`src/usbw_pkg.sv`:
```
// Constants and types shared by the serial port status, baud and wake-up block
package usbw_pkg;
  // ----------------------------------------------------------------------
  // Register indices (byte address is four times the index)
  // ----------------------------------------------------------------------
  localparam logic [7:0] IDX_STATUS = 8'h50;
  localparam logic [7:0] IDX_DATA   = 8'h51;
  localparam logic [7:0] IDX_RATE   = 8'h52;
  localparam logic [7:0] IDX_FRAME  = 8'h53;
  localparam logic [7:0] IDX_IRQEN  = 8'h54;
  localparam logic [7:0] IDX_RXFINE = 8'h55;
  localparam logic [7:0] IDX_TXFINE = 8'h57;
  localparam int         ADDR_LSB   = 2;
  // ----------------------------------------------------------------------
  // Field positions
  // ----------------------------------------------------------------------
  localparam int ST_TXE = 7, ST_TXDONE = 6, ST_RXFULL = 5, ST_IDLE = 4;
  localparam int ST_OVR = 3, ST_NOISE = 2, ST_FERR = 1;
  localparam int FC_RX9 = 7, FC_TX9 = 6, FC_LEN = 4, FC_WAKE = 3;
  localparam int IE_TXE = 7, IE_TXDONE = 6, IE_RX = 5, IE_IDLE = 4;
  localparam int IE_TXON = 3, IE_RXON = 2, IE_MUTE = 1, IE_BRK = 0;
  localparam int RS_PRE_HI = 7, RS_PRE_LO = 6;
  localparam int RS_TX_HI = 5, RS_TX_LO = 3, RS_RX_HI = 2, RS_RX_LO = 0;
  // ----------------------------------------------------------------------
  // Reset values
  // ----------------------------------------------------------------------
  localparam logic [7:0] STATUS_RST = 8'hc0;
  localparam logic [7:0] FRAME_RST  = 8'h00;
  localparam logic [7:0] IRQEN_RST  = 8'h00;
  localparam logic [7:0] RATE_RST   = 8'h00;
  localparam logic [7:0] FINE_RST   = 8'h00;
  // ----------------------------------------------------------------------
  // Timing: fine rate = clk/(16*N), conventional = clk/(32*PR*2^n)
  // ----------------------------------------------------------------------
  localparam int unsigned OVERSAMPLE = 16;
  localparam int unsigned CONV_DIV   = 32;
  localparam int unsigned CONV_TICK  = CONV_DIV / OVERSAMPLE;
  localparam logic [3:0]  PR_CODE0 = 4'h1, PR_CODE1 = 4'h3;
  localparam logic [3:0]  PR_CODE2 = 4'h4, PR_CODE3 = 4'hd;
  localparam logic [3:0]  SMP_FIRST = 4'h7, SMP_MID = 4'h8, SMP_LAST = 4'h9;
  localparam logic [3:0]  SUB_END   = 4'hf;
  localparam logic [3:0]  BITS_SHORT = 4'ha, BITS_LONG = 4'hb;
  // ----------------------------------------------------------------------
  // Types
  // ----------------------------------------------------------------------
  typedef struct packed {
    logic [8:0] data;
    logic       noise;
    logic       frameErr;
  } usbw_rxword_t;
  typedef enum logic [1:0] {K_DATA, K_PREAMBLE, K_BREAK, K_TAIL} usbw_kind_t;
  typedef enum {TX_IDLE, TX_SHIFT} usbw_txst_t;
  typedef enum {RX_HUNT, RX_FRAME} usbw_rxst_t;
endpackage

```
`src/usbw_core.sv`:
```
// Serial port: status flags, baud generators, mute/wake-up, APB registers
`timescale 1ns/10ps
// Notes on behaviour
// - Missing stop bit at its sample time, or a received break, is a framing error.
// - Framing error sets its flag, still transfers the word, no own interrupt.
// - Conventional rate is clock over 32 times prescale times direction divisor.
// - Prescale divider is one of 1, 3, 4 or 13 from a two-bit field.
// - Prescale codes 00..11 give 1, 3, 4, 13; field at bits 7:6.
// - Each direction has a power-of-two divisor 1..128 from its own field.
// - Divisor code n divides by 2^n; transmit bits 5:3, receive 2:0.
// - Nonzero fine divisor N gives rate clock over 16 times N.
// - Conventional divisor applies only while that fine divisor is zero.
// - Muted receiver sets no receive status and raises no receive interrupt.
// - Mute ends on idle line if wake method 0, address mark if 1.
// - Idle wake-up clears mute in hardware without setting the idle flag.
// - Word with top bit one wakes the receiver and is received normally.
// - Holding-to-shift move sets buffer empty; status then write clears it.
// - End of data, preamble or break frame sets done; status then write clears.
// - Received word sets full; cleared by receive off or status then read.
// - Idle line sets idle flag once per received word; an idle wake-up defers it to the next idle tick.
// - Word finding full set sets overrun and keeps the held word.
// - Noise in a frame sets noise flag with full, no own interrupt.
// - Overrun plus framing error on one word sets only overrun.
// - Word length bit selects 8 or 9 data bits; ninth bits in frame control.
// - One interrupt line ORs each enabled flag pair.
// - Transmit enable owns the output pin; off-on pulse queues a preamble.
// - Receive off clears five receive flags; on starts hunting a start bit.
module usbw_core (
  input  wire logic        sys_clk,
  input  wire logic        sys_rst,
  input  wire logic        psel,
  input  wire logic        penable,
  input  wire logic        pwrite,
  input  wire logic [11:0] paddr,
  input  wire logic [31:0] pwdata,
  output logic      [31:0] prdata,
  output logic             pready,
  output logic             pslverr,
  input  wire logic        serialInPin,
  output logic             serialOutPin,
  output logic             serialOutEn,
  output logic             irq
);
  // ----------------------------------------------------------------------
  // Registers and state
  // ----------------------------------------------------------------------
  logic [7:0]  rate_q, frame_q, irqen_q, rxFine_q, txFine_q;
  logic        txEmpty_q, txDone_q, rxFull_q, idle_q, ovr_q, noise_q, ferr_q;
  logic [8:0]  rxHold_q, txHold_q;
  logic        armed_q, rxClrSnap_q;
  logic [4:0]  snap_q;
  logic [31:0] prdata_q;
  logic        pready_q, pslverr_q, serialOut_q, serialOutEn_q, irq_q;
  logic [1:0]  tick;
  logic [11:0] period [2];
  logic [3:0]  prFactor;
  logic        setupCyc, accessCyc, rdData, wrData, acStatus;
  logic [7:0]  idx;
  logic        txOn, rxOn, mute, wakeAddr, len9;

  assign idx       = paddr[usbw_pkg::ADDR_LSB+7:usbw_pkg::ADDR_LSB];
  assign setupCyc  = psel & ~penable;
  assign accessCyc = psel & penable & pready_q;
  assign acStatus  = accessCyc & (idx == usbw_pkg::IDX_STATUS);
  assign rdData    = accessCyc & ~pwrite & (idx == usbw_pkg::IDX_DATA);
  assign wrData    = accessCyc & pwrite & (idx == usbw_pkg::IDX_DATA);
  assign txOn      = irqen_q[usbw_pkg::IE_TXON];
  assign rxOn      = irqen_q[usbw_pkg::IE_RXON];
  assign mute      = irqen_q[usbw_pkg::IE_MUTE];
  assign wakeAddr  = frame_q[usbw_pkg::FC_WAKE];
  assign len9      = frame_q[usbw_pkg::FC_LEN];

  // ----------------------------------------------------------------------
  // Baud tick generators, one per direction (0 transmit, 1 receive)
  // ----------------------------------------------------------------------
  always_comb begin
    unique case (rate_q[usbw_pkg::RS_PRE_HI:usbw_pkg::RS_PRE_LO])
      2'b00: prFactor = usbw_pkg::PR_CODE0;
      2'b01: prFactor = usbw_pkg::PR_CODE1;
      2'b10: prFactor = usbw_pkg::PR_CODE2;
      2'b11: prFactor = usbw_pkg::PR_CODE3;
    endcase
  end

  for (genvar g = 0; g < 2; g++) begin : g_baud
    logic [7:0]  fine;
    logic [2:0]  pw;
    logic [11:0] cnt_q;
    assign fine = (g == 0) ? txFine_q : rxFine_q;
    assign pw   = (g == 0) ? rate_q[usbw_pkg::RS_TX_HI:usbw_pkg::RS_TX_LO]
                           : rate_q[usbw_pkg::RS_RX_HI:usbw_pkg::RS_RX_LO];
    // Fine divisor counts 16x ticks directly; conventional has the extra /2
    assign period[g] = (fine != 8'h00) ? {4'h0, fine}
                     : 12'((usbw_pkg::CONV_TICK * prFactor) << pw);
    assign tick[g] = (cnt_q == 12'h000);
    always_ff @(posedge sys_clk) begin
      if (sys_rst || !((g == 0) ? txOn : rxOn)) begin
        cnt_q <= 12'h000;
      end else if (tick[g]) begin
        cnt_q <= period[g] - 12'h001;
      end else begin
        cnt_q <= cnt_q - 12'h001;
      end
    end
  end

  // ----------------------------------------------------------------------
  // Transmit engine
  // ----------------------------------------------------------------------
  usbw_pkg::usbw_txst_t txSt_q;
  usbw_pkg::usbw_kind_t txKind_q;
  logic [10:0] txShift_q;
  logic [3:0]  txSub_q, txLeft_q;
  logic        txOnDly_q, preamble_q, brkTail_q, txLoadData, txFrameEnd;

  assign txLoadData = (txSt_q == usbw_pkg::TX_IDLE) & txOn & ~preamble_q
                    & ~irqen_q[usbw_pkg::IE_BRK] & ~brkTail_q & ~txEmpty_q;
  assign txFrameEnd = (txSt_q == usbw_pkg::TX_SHIFT) & tick[0] & (txLeft_q == 4'h1)
                    & (txSub_q == usbw_pkg::SUB_END);

  always_ff @(posedge sys_clk) begin
    if (sys_rst) begin
      txOnDly_q  <= 1'b0;
      preamble_q <= 1'b0;
    end else begin
      txOnDly_q <= txOn;
      if (txOn && !txOnDly_q) begin
        preamble_q <= 1'b1;
      end else if (txSt_q == usbw_pkg::TX_IDLE && txOn && preamble_q) begin
        preamble_q <= 1'b0;
      end
    end
  end

  always_ff @(posedge sys_clk) begin
    if (sys_rst || !txOn) begin
      txSt_q    <= usbw_pkg::TX_IDLE;
      txKind_q  <= usbw_pkg::K_DATA;
      txShift_q <= '1;
      txSub_q   <= 4'h0;
      txLeft_q  <= 4'h0;
      brkTail_q <= 1'b0;
    end else if (txSt_q == usbw_pkg::TX_IDLE) begin
      txSub_q <= 4'h0;
      txLeft_q <= len9 ? usbw_pkg::BITS_LONG : usbw_pkg::BITS_SHORT;
      if (preamble_q) begin
        txSt_q <= usbw_pkg::TX_SHIFT;
        txKind_q <= usbw_pkg::K_PREAMBLE;
        txShift_q <= '1;
      end else if (irqen_q[usbw_pkg::IE_BRK]) begin
        txSt_q <= usbw_pkg::TX_SHIFT;
        txKind_q <= usbw_pkg::K_BREAK;
        txShift_q <= '0;
      end else if (brkTail_q) begin
        // A lone high bit after the last break so a start bit can be seen
        txSt_q <= usbw_pkg::TX_SHIFT;
        txKind_q <= usbw_pkg::K_TAIL;
        txShift_q <= '1;
        txLeft_q <= 4'h1;
        brkTail_q <= 1'b0;
      end else if (txLoadData) begin
        txSt_q <= usbw_pkg::TX_SHIFT;
        txKind_q <= usbw_pkg::K_DATA;
        txShift_q <= len9 ? {1'b1, txHold_q, 1'b0} : {2'b11, txHold_q[7:0], 1'b0};
      end
    end else if (tick[0]) begin
      txSub_q <= txSub_q + 4'h1;
      if (txSub_q == usbw_pkg::SUB_END) begin
        txShift_q <= {1'b1, txShift_q[10:1]};
        txLeft_q <= txLeft_q - 4'h1;
        if (txLeft_q == 4'h1) begin
          txSt_q <= usbw_pkg::TX_IDLE;
          brkTail_q <= (txKind_q == usbw_pkg::K_BREAK) & ~irqen_q[usbw_pkg::IE_BRK];
        end
      end
    end
  end

  // ----------------------------------------------------------------------
  // Receive engine
  // ----------------------------------------------------------------------
  usbw_pkg::usbw_rxst_t rxSt_q;
  usbw_pkg::usbw_rxword_t rxWord;
  logic       rxIn_q, rxNoise_q, rxDoneEv, idleEv, maj, disagree, rxBitAt;
  logic [1:0] rxSmp_q;
  logic [3:0] rxSub_q, rxBit_q;
  logic [8:0] rxShift_q;
  logic [7:0] idleCnt_q;

  assign maj      = (rxSmp_q[0] & rxSmp_q[1]) | (rxSmp_q[0] & rxIn_q)
                  | (rxSmp_q[1] & rxIn_q);
  assign disagree = ~((rxSmp_q[0] == rxSmp_q[1]) & (rxSmp_q[1] == rxIn_q));
  assign rxBitAt  = (rxSt_q == usbw_pkg::RX_FRAME) & tick[1]
                  & (rxSub_q == usbw_pkg::SMP_LAST);
  assign rxDoneEv = rxBitAt & (rxBit_q == (len9 ? 4'ha : 4'h9));
  assign rxWord.data     = len9 ? rxShift_q : {1'b0, rxShift_q[8:1]};
  assign rxWord.noise    = rxNoise_q | disagree;
  assign rxWord.frameErr = ~maj;
  assign idleEv = (rxSt_q == usbw_pkg::RX_HUNT) & tick[1] & rxIn_q
                & (idleCnt_q == 8'((len9 ? usbw_pkg::BITS_LONG : usbw_pkg::BITS_SHORT)
                                   * usbw_pkg::OVERSAMPLE - 1));

  always_ff @(posedge sys_clk) begin
    if (sys_rst || !rxOn) begin
      rxIn_q    <= 1'b1;
      rxSt_q    <= usbw_pkg::RX_HUNT;
      rxSub_q   <= 4'h0;
      rxBit_q   <= 4'h0;
      rxSmp_q   <= 2'b11;
      rxShift_q <= 9'h000;
      rxNoise_q <= 1'b0;
      idleCnt_q <= 8'h00;
    end else begin
      rxIn_q <= serialInPin;
      if (rxSt_q == usbw_pkg::RX_HUNT) begin
        if (tick[1]) begin
          idleCnt_q <= !rxIn_q ? 8'h00 : (idleEv || idleCnt_q == 8'hff) ? idleCnt_q
                                        : idleCnt_q + 8'h01;
          if (!rxIn_q) begin
            rxSt_q <= usbw_pkg::RX_FRAME;
            rxSub_q <= 4'h0;
            rxBit_q <= 4'h0;
            rxNoise_q <= 1'b0;
          end
        end
      end else if (tick[1]) begin
        rxSub_q <= rxSub_q + 4'h1;
        if (rxSub_q == usbw_pkg::SMP_FIRST || rxSub_q == usbw_pkg::SMP_MID) begin
          rxSmp_q <= {rxSmp_q[0], rxIn_q};
        end
        if (rxBitAt) begin
          rxNoise_q <= rxNoise_q | disagree;
          rxBit_q <= rxBit_q + 4'h1;
          if (rxBit_q != 4'h0) begin
            rxShift_q <= {maj, rxShift_q[8:1]};
          end
          if ((rxBit_q == 4'h0 && maj) || rxDoneEv) begin
            rxSt_q <= usbw_pkg::RX_HUNT;
            idleCnt_q <= 8'h00;
          end
        end
      end
    end
  end

  // ----------------------------------------------------------------------
  // Status flags; a hardware set always wins over a software clear
  // ----------------------------------------------------------------------
  logic rxAccept, rxOverrun, wakeByAddr, clr;
  logic idleArm_q;
  assign wakeByAddr = mute & wakeAddr & rxDoneEv & rxShift_q[8];
  assign rxAccept  = rxDoneEv & (~mute | wakeByAddr) & ~rxFull_q;
  assign rxOverrun = rxDoneEv & (~mute | wakeByAddr) & rxFull_q;
  assign clr       = rdData & rxClrSnap_q;

  always_ff @(posedge sys_clk) begin
    if (sys_rst) begin
      txEmpty_q <= usbw_pkg::STATUS_RST[usbw_pkg::ST_TXE];
      txDone_q  <= usbw_pkg::STATUS_RST[usbw_pkg::ST_TXDONE];
    end else begin
      // Dropping the transmitter discards any held word
      txEmpty_q <= txLoadData | ~txOn | (txEmpty_q & ~(wrData & armed_q));
      txDone_q  <= (txFrameEnd & (txKind_q != usbw_pkg::K_TAIL))
                 | (txDone_q & ~(wrData & armed_q));
    end
  end

  always_ff @(posedge sys_clk) begin
    if (sys_rst || !rxOn) begin
      rxFull_q  <= 1'b0;
      idle_q    <= 1'b0;
      ovr_q     <= 1'b0;
      noise_q   <= 1'b0;
      ferr_q    <= 1'b0;
      idleArm_q <= 1'b0;
    end else begin
      rxFull_q <= rxAccept | (rxFull_q & ~(clr & snap_q[4]));
      ovr_q    <= rxOverrun | (ovr_q & ~(clr & snap_q[3]));
      noise_q  <= (rxAccept & rxWord.noise) | (noise_q & ~(clr & snap_q[2]));
      ferr_q   <= (rxAccept & rxWord.frameErr) | (ferr_q & ~(clr & snap_q[1]));
      idle_q   <= (idleEv & ~mute & idleArm_q) | (idle_q & ~(clr & snap_q[0]));
      if (rxAccept) begin
        idleArm_q <= 1'b1;
      end else if (idleEv && !mute) begin
        idleArm_q <= 1'b0;
      end
    end
  end

  always_ff @(posedge sys_clk) begin
    if (sys_rst) begin
      rxHold_q <= 9'h000;
    end else if (rxAccept) begin
      rxHold_q <= rxWord.data;
    end
  end

  // ----------------------------------------------------------------------
  // APB slave: one-cycle access phase, registered answer
  // ----------------------------------------------------------------------
  logic [7:0] statusVal, rdVal;
  logic       mapped;
  assign statusVal = {txEmpty_q, txDone_q, rxFull_q, idle_q, ovr_q, noise_q, ferr_q, 1'b0};
  always_comb begin
    mapped = 1'b1;
    unique case (idx)
      usbw_pkg::IDX_STATUS: rdVal = statusVal;
      usbw_pkg::IDX_DATA:   rdVal = rxHold_q[7:0];
      usbw_pkg::IDX_RATE:   rdVal = rate_q;
      usbw_pkg::IDX_FRAME:  rdVal = {rxHold_q[8], frame_q[6:0]};
      usbw_pkg::IDX_IRQEN:  rdVal = irqen_q;
      usbw_pkg::IDX_RXFINE: rdVal = rxFine_q;
      usbw_pkg::IDX_TXFINE: rdVal = txFine_q;
      default: begin
        rdVal = 8'h00;
        mapped = 1'b0;
      end
    endcase
  end

  always_ff @(posedge sys_clk) begin
    if (sys_rst) begin
      pready_q    <= 1'b0;
      pslverr_q   <= 1'b0;
      prdata_q    <= 32'h0000_0000;
      armed_q     <= 1'b0;
      rxClrSnap_q <= 1'b0;
      snap_q      <= 5'h00;
    end else begin
      pready_q  <= setupCyc;
      pslverr_q <= setupCyc & (~mapped | (paddr[1:0] != 2'b00));
      prdata_q  <= setupCyc ? {24'h000000, rdVal} : 32'h0000_0000;
      // Only flags already shown by the snapshot may be cleared by the read
      if (setupCyc) begin
        rxClrSnap_q <= armed_q;
        snap_q      <= {rxFull_q, ovr_q, noise_q, ferr_q, idle_q};
      end
      if (acStatus) begin
        armed_q <= 1'b1;
      end else if (rdData || wrData) begin
        armed_q <= 1'b0;
      end
    end
  end

  always_ff @(posedge sys_clk) begin
    if (sys_rst) begin
      rate_q   <= usbw_pkg::RATE_RST;
      frame_q  <= usbw_pkg::FRAME_RST;
      irqen_q  <= usbw_pkg::IRQEN_RST;
      rxFine_q <= usbw_pkg::FINE_RST;
      txFine_q <= usbw_pkg::FINE_RST;
      txHold_q <= 9'h000;
    end else begin
      if (accessCyc && pwrite) begin
        unique case (idx)
          usbw_pkg::IDX_RATE:   rate_q <= pwdata[7:0];
          usbw_pkg::IDX_FRAME:  frame_q <= {1'b0, pwdata[6], 1'b0, pwdata[4:3], 3'b000};
          usbw_pkg::IDX_RXFINE: rxFine_q <= pwdata[7:0];
          usbw_pkg::IDX_TXFINE: txFine_q <= pwdata[7:0];
          usbw_pkg::IDX_DATA:   txHold_q <= {frame_q[usbw_pkg::FC_TX9], pwdata[7:0]};
          default: ;
        endcase
      end
      if (accessCyc && pwrite && idx == usbw_pkg::IDX_IRQEN) begin
        irqen_q <= pwdata[7:0];
      end else if (mute && ((idleEv && !wakeAddr) || wakeByAddr)) begin
        irqen_q[usbw_pkg::IE_MUTE] <= 1'b0;
      end
    end
  end

  // ----------------------------------------------------------------------
  // Pins and interrupt
  // ----------------------------------------------------------------------
  always_ff @(posedge sys_clk) begin
    if (sys_rst) begin
      serialOut_q   <= 1'b1;
      serialOutEn_q <= 1'b0;
      irq_q         <= 1'b0;
    end else begin
      serialOutEn_q <= txOn;
      // Gate with the enable so a frame cut by a disable never leaves the pin low
      serialOut_q   <= (txOn && txSt_q == usbw_pkg::TX_SHIFT) ? txShift_q[0] : 1'b1;
      irq_q <= (txEmpty_q & irqen_q[usbw_pkg::IE_TXE])
             | (txDone_q & irqen_q[usbw_pkg::IE_TXDONE])
             | ((ovr_q | rxFull_q) & irqen_q[usbw_pkg::IE_RX] & ~mute)
             | (idle_q & irqen_q[usbw_pkg::IE_IDLE] & ~mute);
    end
  end

  assign prdata       = prdata_q;
  assign pready       = pready_q;
  assign pslverr      = pslverr_q;
  assign serialOutPin = serialOut_q;
  assign serialOutEn  = serialOutEn_q;
  assign irq          = irq_q;
endmodule // usbw_core

```
`config.mk`:
```
export PLATFORM = sky130hd
export DESIGN_NAME = usbw_core
export DESIGN_NICKNAME = d
export VERILOG_FILES = /design/src/usbw_pkg.sv /design/src/usbw_core.sv
export SDC_FILE = /design/constraint.sdc
export NUM_CORES = 1
export LEC_CHECK = 0
export BUFFER_PORTS_ARGS = -buffer_cell sky130_fd_sc_hd__buf_2
export CAP_MARGIN = 20
export CORE_MARGIN = 4
export CORE_UTILIZATION = 53
export CTS_CLUSTER_SIZE = 8
export DETAILED_ROUTE_END_ITERATION = 6
export PLACE_DENSITY = 0.73
export SLEW_MARGIN = 20
export SYNTH_ARGS = -nofsm -noshare
export SYNTH_HDL_FRONTEND = slang
export SYNTH_SLANG_ARGS = --single-unit
```
`constraint.sdc`:
```
create_clock -name sys_clk -period 2.7 [get_ports sys_clk]
set_input_delay 0.81 -clock sys_clk [delete_from_list [all_inputs] [get_ports sys_clk]]
set_output_delay 0.81 -clock sys_clk [all_outputs]
set_load 0.02 [all_outputs]
```
==> results.txt, run 1 <==
The total I/O pin count is 87. The total number of nets in the final design is 1,045. For this design the static power due to leakage is 0.00357 uW. The hold path depth is 1. The share of the clock period used by the worst path is 0.933. The most used flip-flop cell after synthesis is dfxtp_1. The timing-limited maximum frequency is 397 MHz. For the finished layout, the period the worst path requires is 2.52 ns. The mux contribution to synthesized area came out at 0.109. The average footprint of a synthesized cell is 8.55 sq um. The number of pins exceeding their max-slew limit in the final report came out at 0.

0 antenna diodes ended up in the layout. The wire length reported by the detailed router came out at 19,100 um. The finished cells cover 9040 sq um.

After synthesis, the share of flip-flops with an asynchronous set or reset is 0. The floorplan has 44 rows. For this design the ratio of total power to cell area is 545 nW/um^2.

The number of library cell types mapped by synthesis is 75. The count of warnings emitted by yosys is 0. The maximum number of pins on one net before global-route repair came out at 39. The via density per instance is 5.80. The worst-margin pin slew came out at 0.775 ns.

The dominant combinational cell family by area after synthesis is simple AND/OR/NAND/NOR gates. The total die area is 17,200 sq um. After the first detailed-routing iteration, the DRC count stood at 596. The total global routing overflow is 0.

The flow ran to the end, and the final reports show no timing, DRC or antenna violations. The netlist area before placement is 8030 sq um. The routed length per placed instance came out at 16.2 um. The worst setup path is launched from a flip-flop. The initial core utilization is 0.547. The biggest fanout along the worst timing path is 12. Counting flops with a built-in enable in the synthesized netlist gives 0. Clock tree synthesis selected as its root buffer the cell clkbuf_16.

The top cell types in the final layout, fill and taps aside, are dfxtp_1 (159), nor2_1 (139), mux2i_1 (81), nand2_1 (68), a21oi_1 (54). Setup repair after global routing left no endpoint under its margin. The number of iterations in the first detailed-routing pass came out at 5.

Leaving out fill and tap cells, the most frequent cell in the layout is dfxtp_1. The post-route total power came out at 4930 uW. The number of failing hold endpoints at the final stage was 0.

The share of post-route cells with drive strength above 1 came out at 0.132. The layout overhead on the synthesized area came out at 12.5%. The path type of the worst min-delay path is reg -> reg. After detailed routing, the number of remaining DRC violations is 0. The final setup violation count is 0. The number of hold buffers added after CTS was 0.

The die span in x is 131 um. The worst IR drop on VDD is 0.000463 V. The HPWL after detailed placement came out at 13,700 um.

By startpoint and endpoint, the worst setup path is classified as reg -> reg. The sum of negative setup slack came out at 0 ns. The share of synthesized cell area in and, or, nand and nor gates came out at 0.214. The required arrival time at the worst endpoint came out at 3.05 ns.

The H-tree depth is 4. In this run the standard cell core region covers 14,700 sq um. The number of clock buffers inserted by TritonCTS is 17. The die is 131 um tall. The total of flip-flops plus latches after synthesis is 159. The number of max-cap violations is 0. The number of antenna violations at the first check in global routing is 0.

The worst slew margin relative to its limit is 0.481. The final worst clock skew is 0.00742 ns. The sequential share of the synthesized area came out at 0.396. The number of global-route vias before repair came to 6,329. The post-synthesis instance total is 940. The adder and majority cell fraction of the synthesized area is 0.0202. Routability-driven placement finished with a final weighted congestion of 0.900. The final standard cell utilization of the core is 0.615.

Of the total synthesized cell area, the portion taken by XOR and XNOR cells is 0.0251. The critical path endpoint category is a flip-flop. The data arrival time at the worst-slack endpoint came out at 2.87 ns. The first global-routing pass estimated 31,500 um of wire. Once detail routing completed, the nets flagged for antenna violations numbered 0. The cell count of the worst reg-to-reg path is 7. The global-route usage over all layers is 0.219.

The total placed instance area is 8430 sq um. The later-pin clock latency in the skew report came out at 0.42 ns. TritonCTS built the clock tree. For this block, the via count after detailed routing is 6,839. Counting along the longest clock path gives a buffer depth of 2. The total clock sinks is 159. The synthesized design spends more area on one cell type than any other, namely dfxtp_1. Yosys attributes the largest share of cell area to dfxtp_1 (40%), mux2i_1 (10%), nor2_1 (6.5%).

The post-synthesis compound-gate area fraction came out at 0.167. The tightest hold path in the finished design has a slack of 0.443 ns. Clock-pin slew was measured on the worst setup and hold paths at 0.06 ns.

The top-area cell type share of the netlist area is 0.396. The count of buffers inserted at the top-level ports came out at 36.
==> final timing paths <==
check / start / end / slack (ns)
max reg2reg: rate_q[4] / g_baud[0].cnt_q[9] / 0.18
min reg2reg: txShift_q[0] / serialOutPin / 0.44
min: txShift_q[0] / serialOutPin / 0.44
max: rate_q[4] / g_baud[0].cnt_q[9] / 0.18
==> layout make-up <==
cell class | instances | area [sq um]
fillers | 1262 | 5660
multi-input cells | 695 | 4390
flip-flops and latches | 159 | 3180
repair buffers | 75 | 498
clock buffers | 20 | 447
well taps | 184 | 230
clock inverters | 12 | 161
inverters | 34 | 128
==> sequential cells by signal, indices dropped and copies added (netlist names), 5 cells and up <==
| register | flops |
|---|---|
| idleCnt_q | 8 |
| prdata | 8 |
| rxShift_q | 9 |
| snap_q | 5 |
| rate_q | 8 |
| g_baud.fine | 16 |
| rxHold_q | 9 |
| irqen_q | 8 |
| g_baud.cnt_q | 24 |
| txShift_q | 11 |
| txHold_q | 9 |
==> kinds of logic after synthesis <==
family | Yosys count
muxes | 87
other | 1
xor gates and xnor gates | 23
adders and majority gates | 13
AOI/OAI and AO/OA | 200
buffers and inverters | 109
DFF | 159
and+or+nand+nor | 348
==> where the power goes <==
part	internal [uW]	switching (uW)	leakage (uW)	total, uW
Clock	1490	973	0.000299	2460
Sequential	2350	0.503	0.00128	2350
Combinational	30.0	92.5	0.00199	122
==> worst max-delay path, stage by stage, from the launching register on <==
cell	delay, ns
dfxtp_1	0.59
nand2_1	0.19
a21oi_1	0.18
nor2_1	0.10
a221oi_1	0.53
nand4_1	0.35
o31a_1	0.39
nor3_1	0.12
==> synth_stat cells (5+ instances only) <==
cell type and instances:
a21o_1 5, ha_1 13, dfxtp_1 159, o21a_1 8, nor2_1 139, nand4b_1 5
inv_1 34, nor4_1 10, nand3b_1 8, o211ai_1 14, nand4_1 12, xnor2_1 9
mux2_2 6, or3_1 8, a22oi_1 11, nand2b_1 13, o21ai_0 39, nor3b_1 5
buf_4 28, nand2_1 68, nor2b_1 9, and3_1 7, a211oi_1 14, nor3_1 14
nand3_1 19, buf_2 9, a21oi_1 55, and2_1 10, mux2i_1 81, o31ai_1 5
clkbuf_1 35, a221oi_1 7, xor2_1 14
==> routing by layer <==
layer	track usage	up-vias	wire (um)
met5	0	-	0
met4	0.0659	0	356
met3	0.0436	39	1100
met2	0.353	226	8960
met1	0.300	3198	8710
li1	-	3376	-
==> metrics by stage <==
step / setup WS [ns] / instances
2_1_floorplan: 0.114 / 963
5_1_grt: 0.00690 / 1179
4_1_cts: 0.181 / 1179
6_report: 0.181 / 1179
3_5_place_dp: 0.0869 / 1147
3_3_place_gp: 0.130 / 1147
==> repair_timing <==
item	4_1_cts	5_1_grt
setup endpoints to repair	0	6
buffers inserted	0	0
gates resized for setup	0	1
No activity file was read; power rests on OpenSTA's default activity.
==> inputs of run 2 (changes only) <==
--- a/config.mk
+++ b/config.mk
@@ -11,7 +11,7 @@
 export CORE_UTILIZATION = 53
 export CTS_CLUSTER_SIZE = 8
 export DETAILED_ROUTE_END_ITERATION = 6
-export PLACE_DENSITY = 0.73
+export PLACE_DENSITY = 0.83
 export SLEW_MARGIN = 20
 export SYNTH_ARGS = -nofsm -noshare
 export SYNTH_HDL_FRONTEND = slang
==> results.txt, run 2 (synthesized netlist as in run 1, its figures left out) <==
The flow ran to the end, and the final reports show no timing, DRC or antenna violations. Buffers placed on the I/O ports in this run total 36. The number of max-cap violations is 0. The HPWL after detailed placement came out at 13,700 um. The total I/O pin count is 87. For the pin with the worst max-slew slack, the measured transition is 0.777 ns.

The number of pins exceeding their max-slew limit in the final report was 0. The critical path endpoint category is a flip-flop. The hold path depth is 1. The share of post-route cells with drive strength above 1 is 0.130. The floorplan has 44 rows.

The relative contribution of sequential cells to total power is 0.487. The leakage power total is 0.00353 uW. Summed over all layers, the routed wires come to 19,100 um.

After layout, the design draws a total of 4820 uW. The total global routing overflow came out at 0. Clock tree synthesis selected as its root buffer the cell clkbuf_16.

The final setup violation count is 0. The area of the core region is 14,700 sq um. The total number of nets in the final design came out at 1,041. The internal power came out at 3730 uW. The maximum number of pins on one net before global-route repair came out at 48.

The path type of the worst min-delay path is reg -> reg. The register containing the most flip-flops in the final layout is g_baud.cnt_q. Timing would allow up to 398 MHz. The power density normalized to cell area came out at 536 nW/um^2. The die span in x is 131 um.

The initial utilization of the core area, before any placement, comes to 0.547. No sink is reached through more buffers than the 2 on the longest clock path. The global-route usage over all layers is 0.220.

The library cell used most frequently in the layout, excluding fill and tap cells, is dfxtp_1. The type of element launching the critical path is a flip-flop. The layout overhead on the synthesized area came out at 11.8%.

Clock-pin slew was measured on the worst setup and hold paths at 0.06 ns. Clock skew on the completed layout was measured at 0.00896 ns. The required arrival time at the worst endpoint is 3.06 ns.

By startpoint and endpoint, the worst setup path is classified as reg -> reg. Detailed routing inserted a total of 6,922 vias. Measured against its own limit, the worst slew margin works out to 0.480. For this design the total switching power over the nets is 1090 uW. The detailed-route DRC error count is 0. The number of global-route vias before repair came out at 6,475.

Data on the critical path arrives at its endpoint at 2.87 ns. The number of iterations in the first detailed-routing pass is 5. The final weighted congestion of routability-driven global placement came out at 0.917. The worst slack on hold paths is 0.443 ns. The biggest fanout along the worst timing path is 12.

Counting cells, the worst reg-to-reg path comes to 7. Setup repair after global routing left no endpoint under its margin. The number of nets with antenna violations after detailed routing came out at 0. In the layout the commonest cells are dfxtp_1 (158), nor2_1 (139), mux2i_1 (81), nand2_1 (68), a21oi_1 (55).

The floorplan step defined a die boundary enclosing 17,200 sq um. The clock reaches the later pin of the worst-skew pair after 0.43 ns. The number of failing hold endpoints at the final stage was 0. After the first detailed-routing iteration, the DRC count stood at 630. The register with the most flip-flops in the layout has 24 of them. The share of total power dissipated in combinational logic is 0.025. The total setup buffers inserted after CTS is 0.

The routed length per placed instance came out at 16.3 um. The total clock sinks came out at 159. The number of clock buffers inserted by TritonCTS is 17.

The worst IR drop on VDD came out at 0.000483 V. The repair_antennas step left the layout with diodes totalling 0. The via density per instance came out at 5.89.

The first-pass GRT wire length is 31,700 um. The share of the clock period used by the worst path came out at 0.931. The clock share of power is 0.487. The switching power share of the total came out at 0.226.

TritonCTS built the clock tree. The number of antenna violations at the first check in global routing is 0. The post-layout minimum cycle time came out at 2.51 ns. The H-tree depth is 4. The die is 131 um tall.
run 2: changes by cell type in the layout (fill, tap and decap cells not counted), moves of 2 or more:
| cell | previous run | this run |
|---|---|---|
| clkbuf_8 | 1 | 3 |
| bufinv_16 | 3 | 1 |
| buf_4 | 37 | 33 |
| clkinv_4 | 6 | 2 |
| clkinvlp_4 | 0 | 4 |
run 2: worst paths after layout:
check / start / endpoint / slack (ns)
setup reg to reg: rate_q[4] / g_baud[0].cnt_q[9] / 0.19
hold / removal: txShift_q[0] / serialOutPin / 0.44
setup / recovery: rate_q[4] / g_baud[0].cnt_q[9] / 0.19
hold reg to reg: txShift_q[0] / serialOutPin / 0.44
run 2: through the flow:
step	cell area, sq um	util	worst slack, ns	std cells	TNS (ns)
detailed placement	8400	0.571	-0.0281	1143	-0.187
CTS	8980	0.611	0.173	1175	0
global route	8980	0.611	0.000629	1175	0
finish	8980	0.611	0.187	1175	0
floorplan	8120	-	0.114	963	0
global placement	8400	0.571	0.120	1143	0
run 2: critical path, cell delays in order, from the launching register on:
cell	delay, ns
dfxtp_1	0.59
nand2_1	0.18
a21oi_1	0.18
nor2_1	0.09
a221oi_1	0.57
nand4_1	0.34
o31a_1	0.37
nor3_1	0.11
run 2: layer usage:
metal	global-route usage	vias up	wire length (um)
met3	0.0562	58	1400
met4	0.0828	0	551
met1	0.279	3255	8150
li1	-	3363	-
met2	0.362	246	8990
met5	0	-	0
run 2: cell type report:
cell class	count	area (sq um)
fillers	1206	5720
multi-input cells	695	4390
flip-flops and latches	159	3180
clock buffers	21	470
repair buffers	71	468
well taps	184	230
inverters	34	128
clock inverters	11	108
run 2: timing repair:
item	CTS	global route
hold buffers	0	0
resized for setup	0	2
endpoints found under the setup margin	0	3
run 2: power by group through the flow:
stage	Sequential, uW	Clock [uW]	Combinational [uW]
2_1_floorplan	2400	0	95.7
3_3_place_gp	2400	0	119
3_5_place_dp	2400	0	120
4_1_cts	2350	2360	121
5_1_grt	2350	2480	130
6_report	2350	2350	122
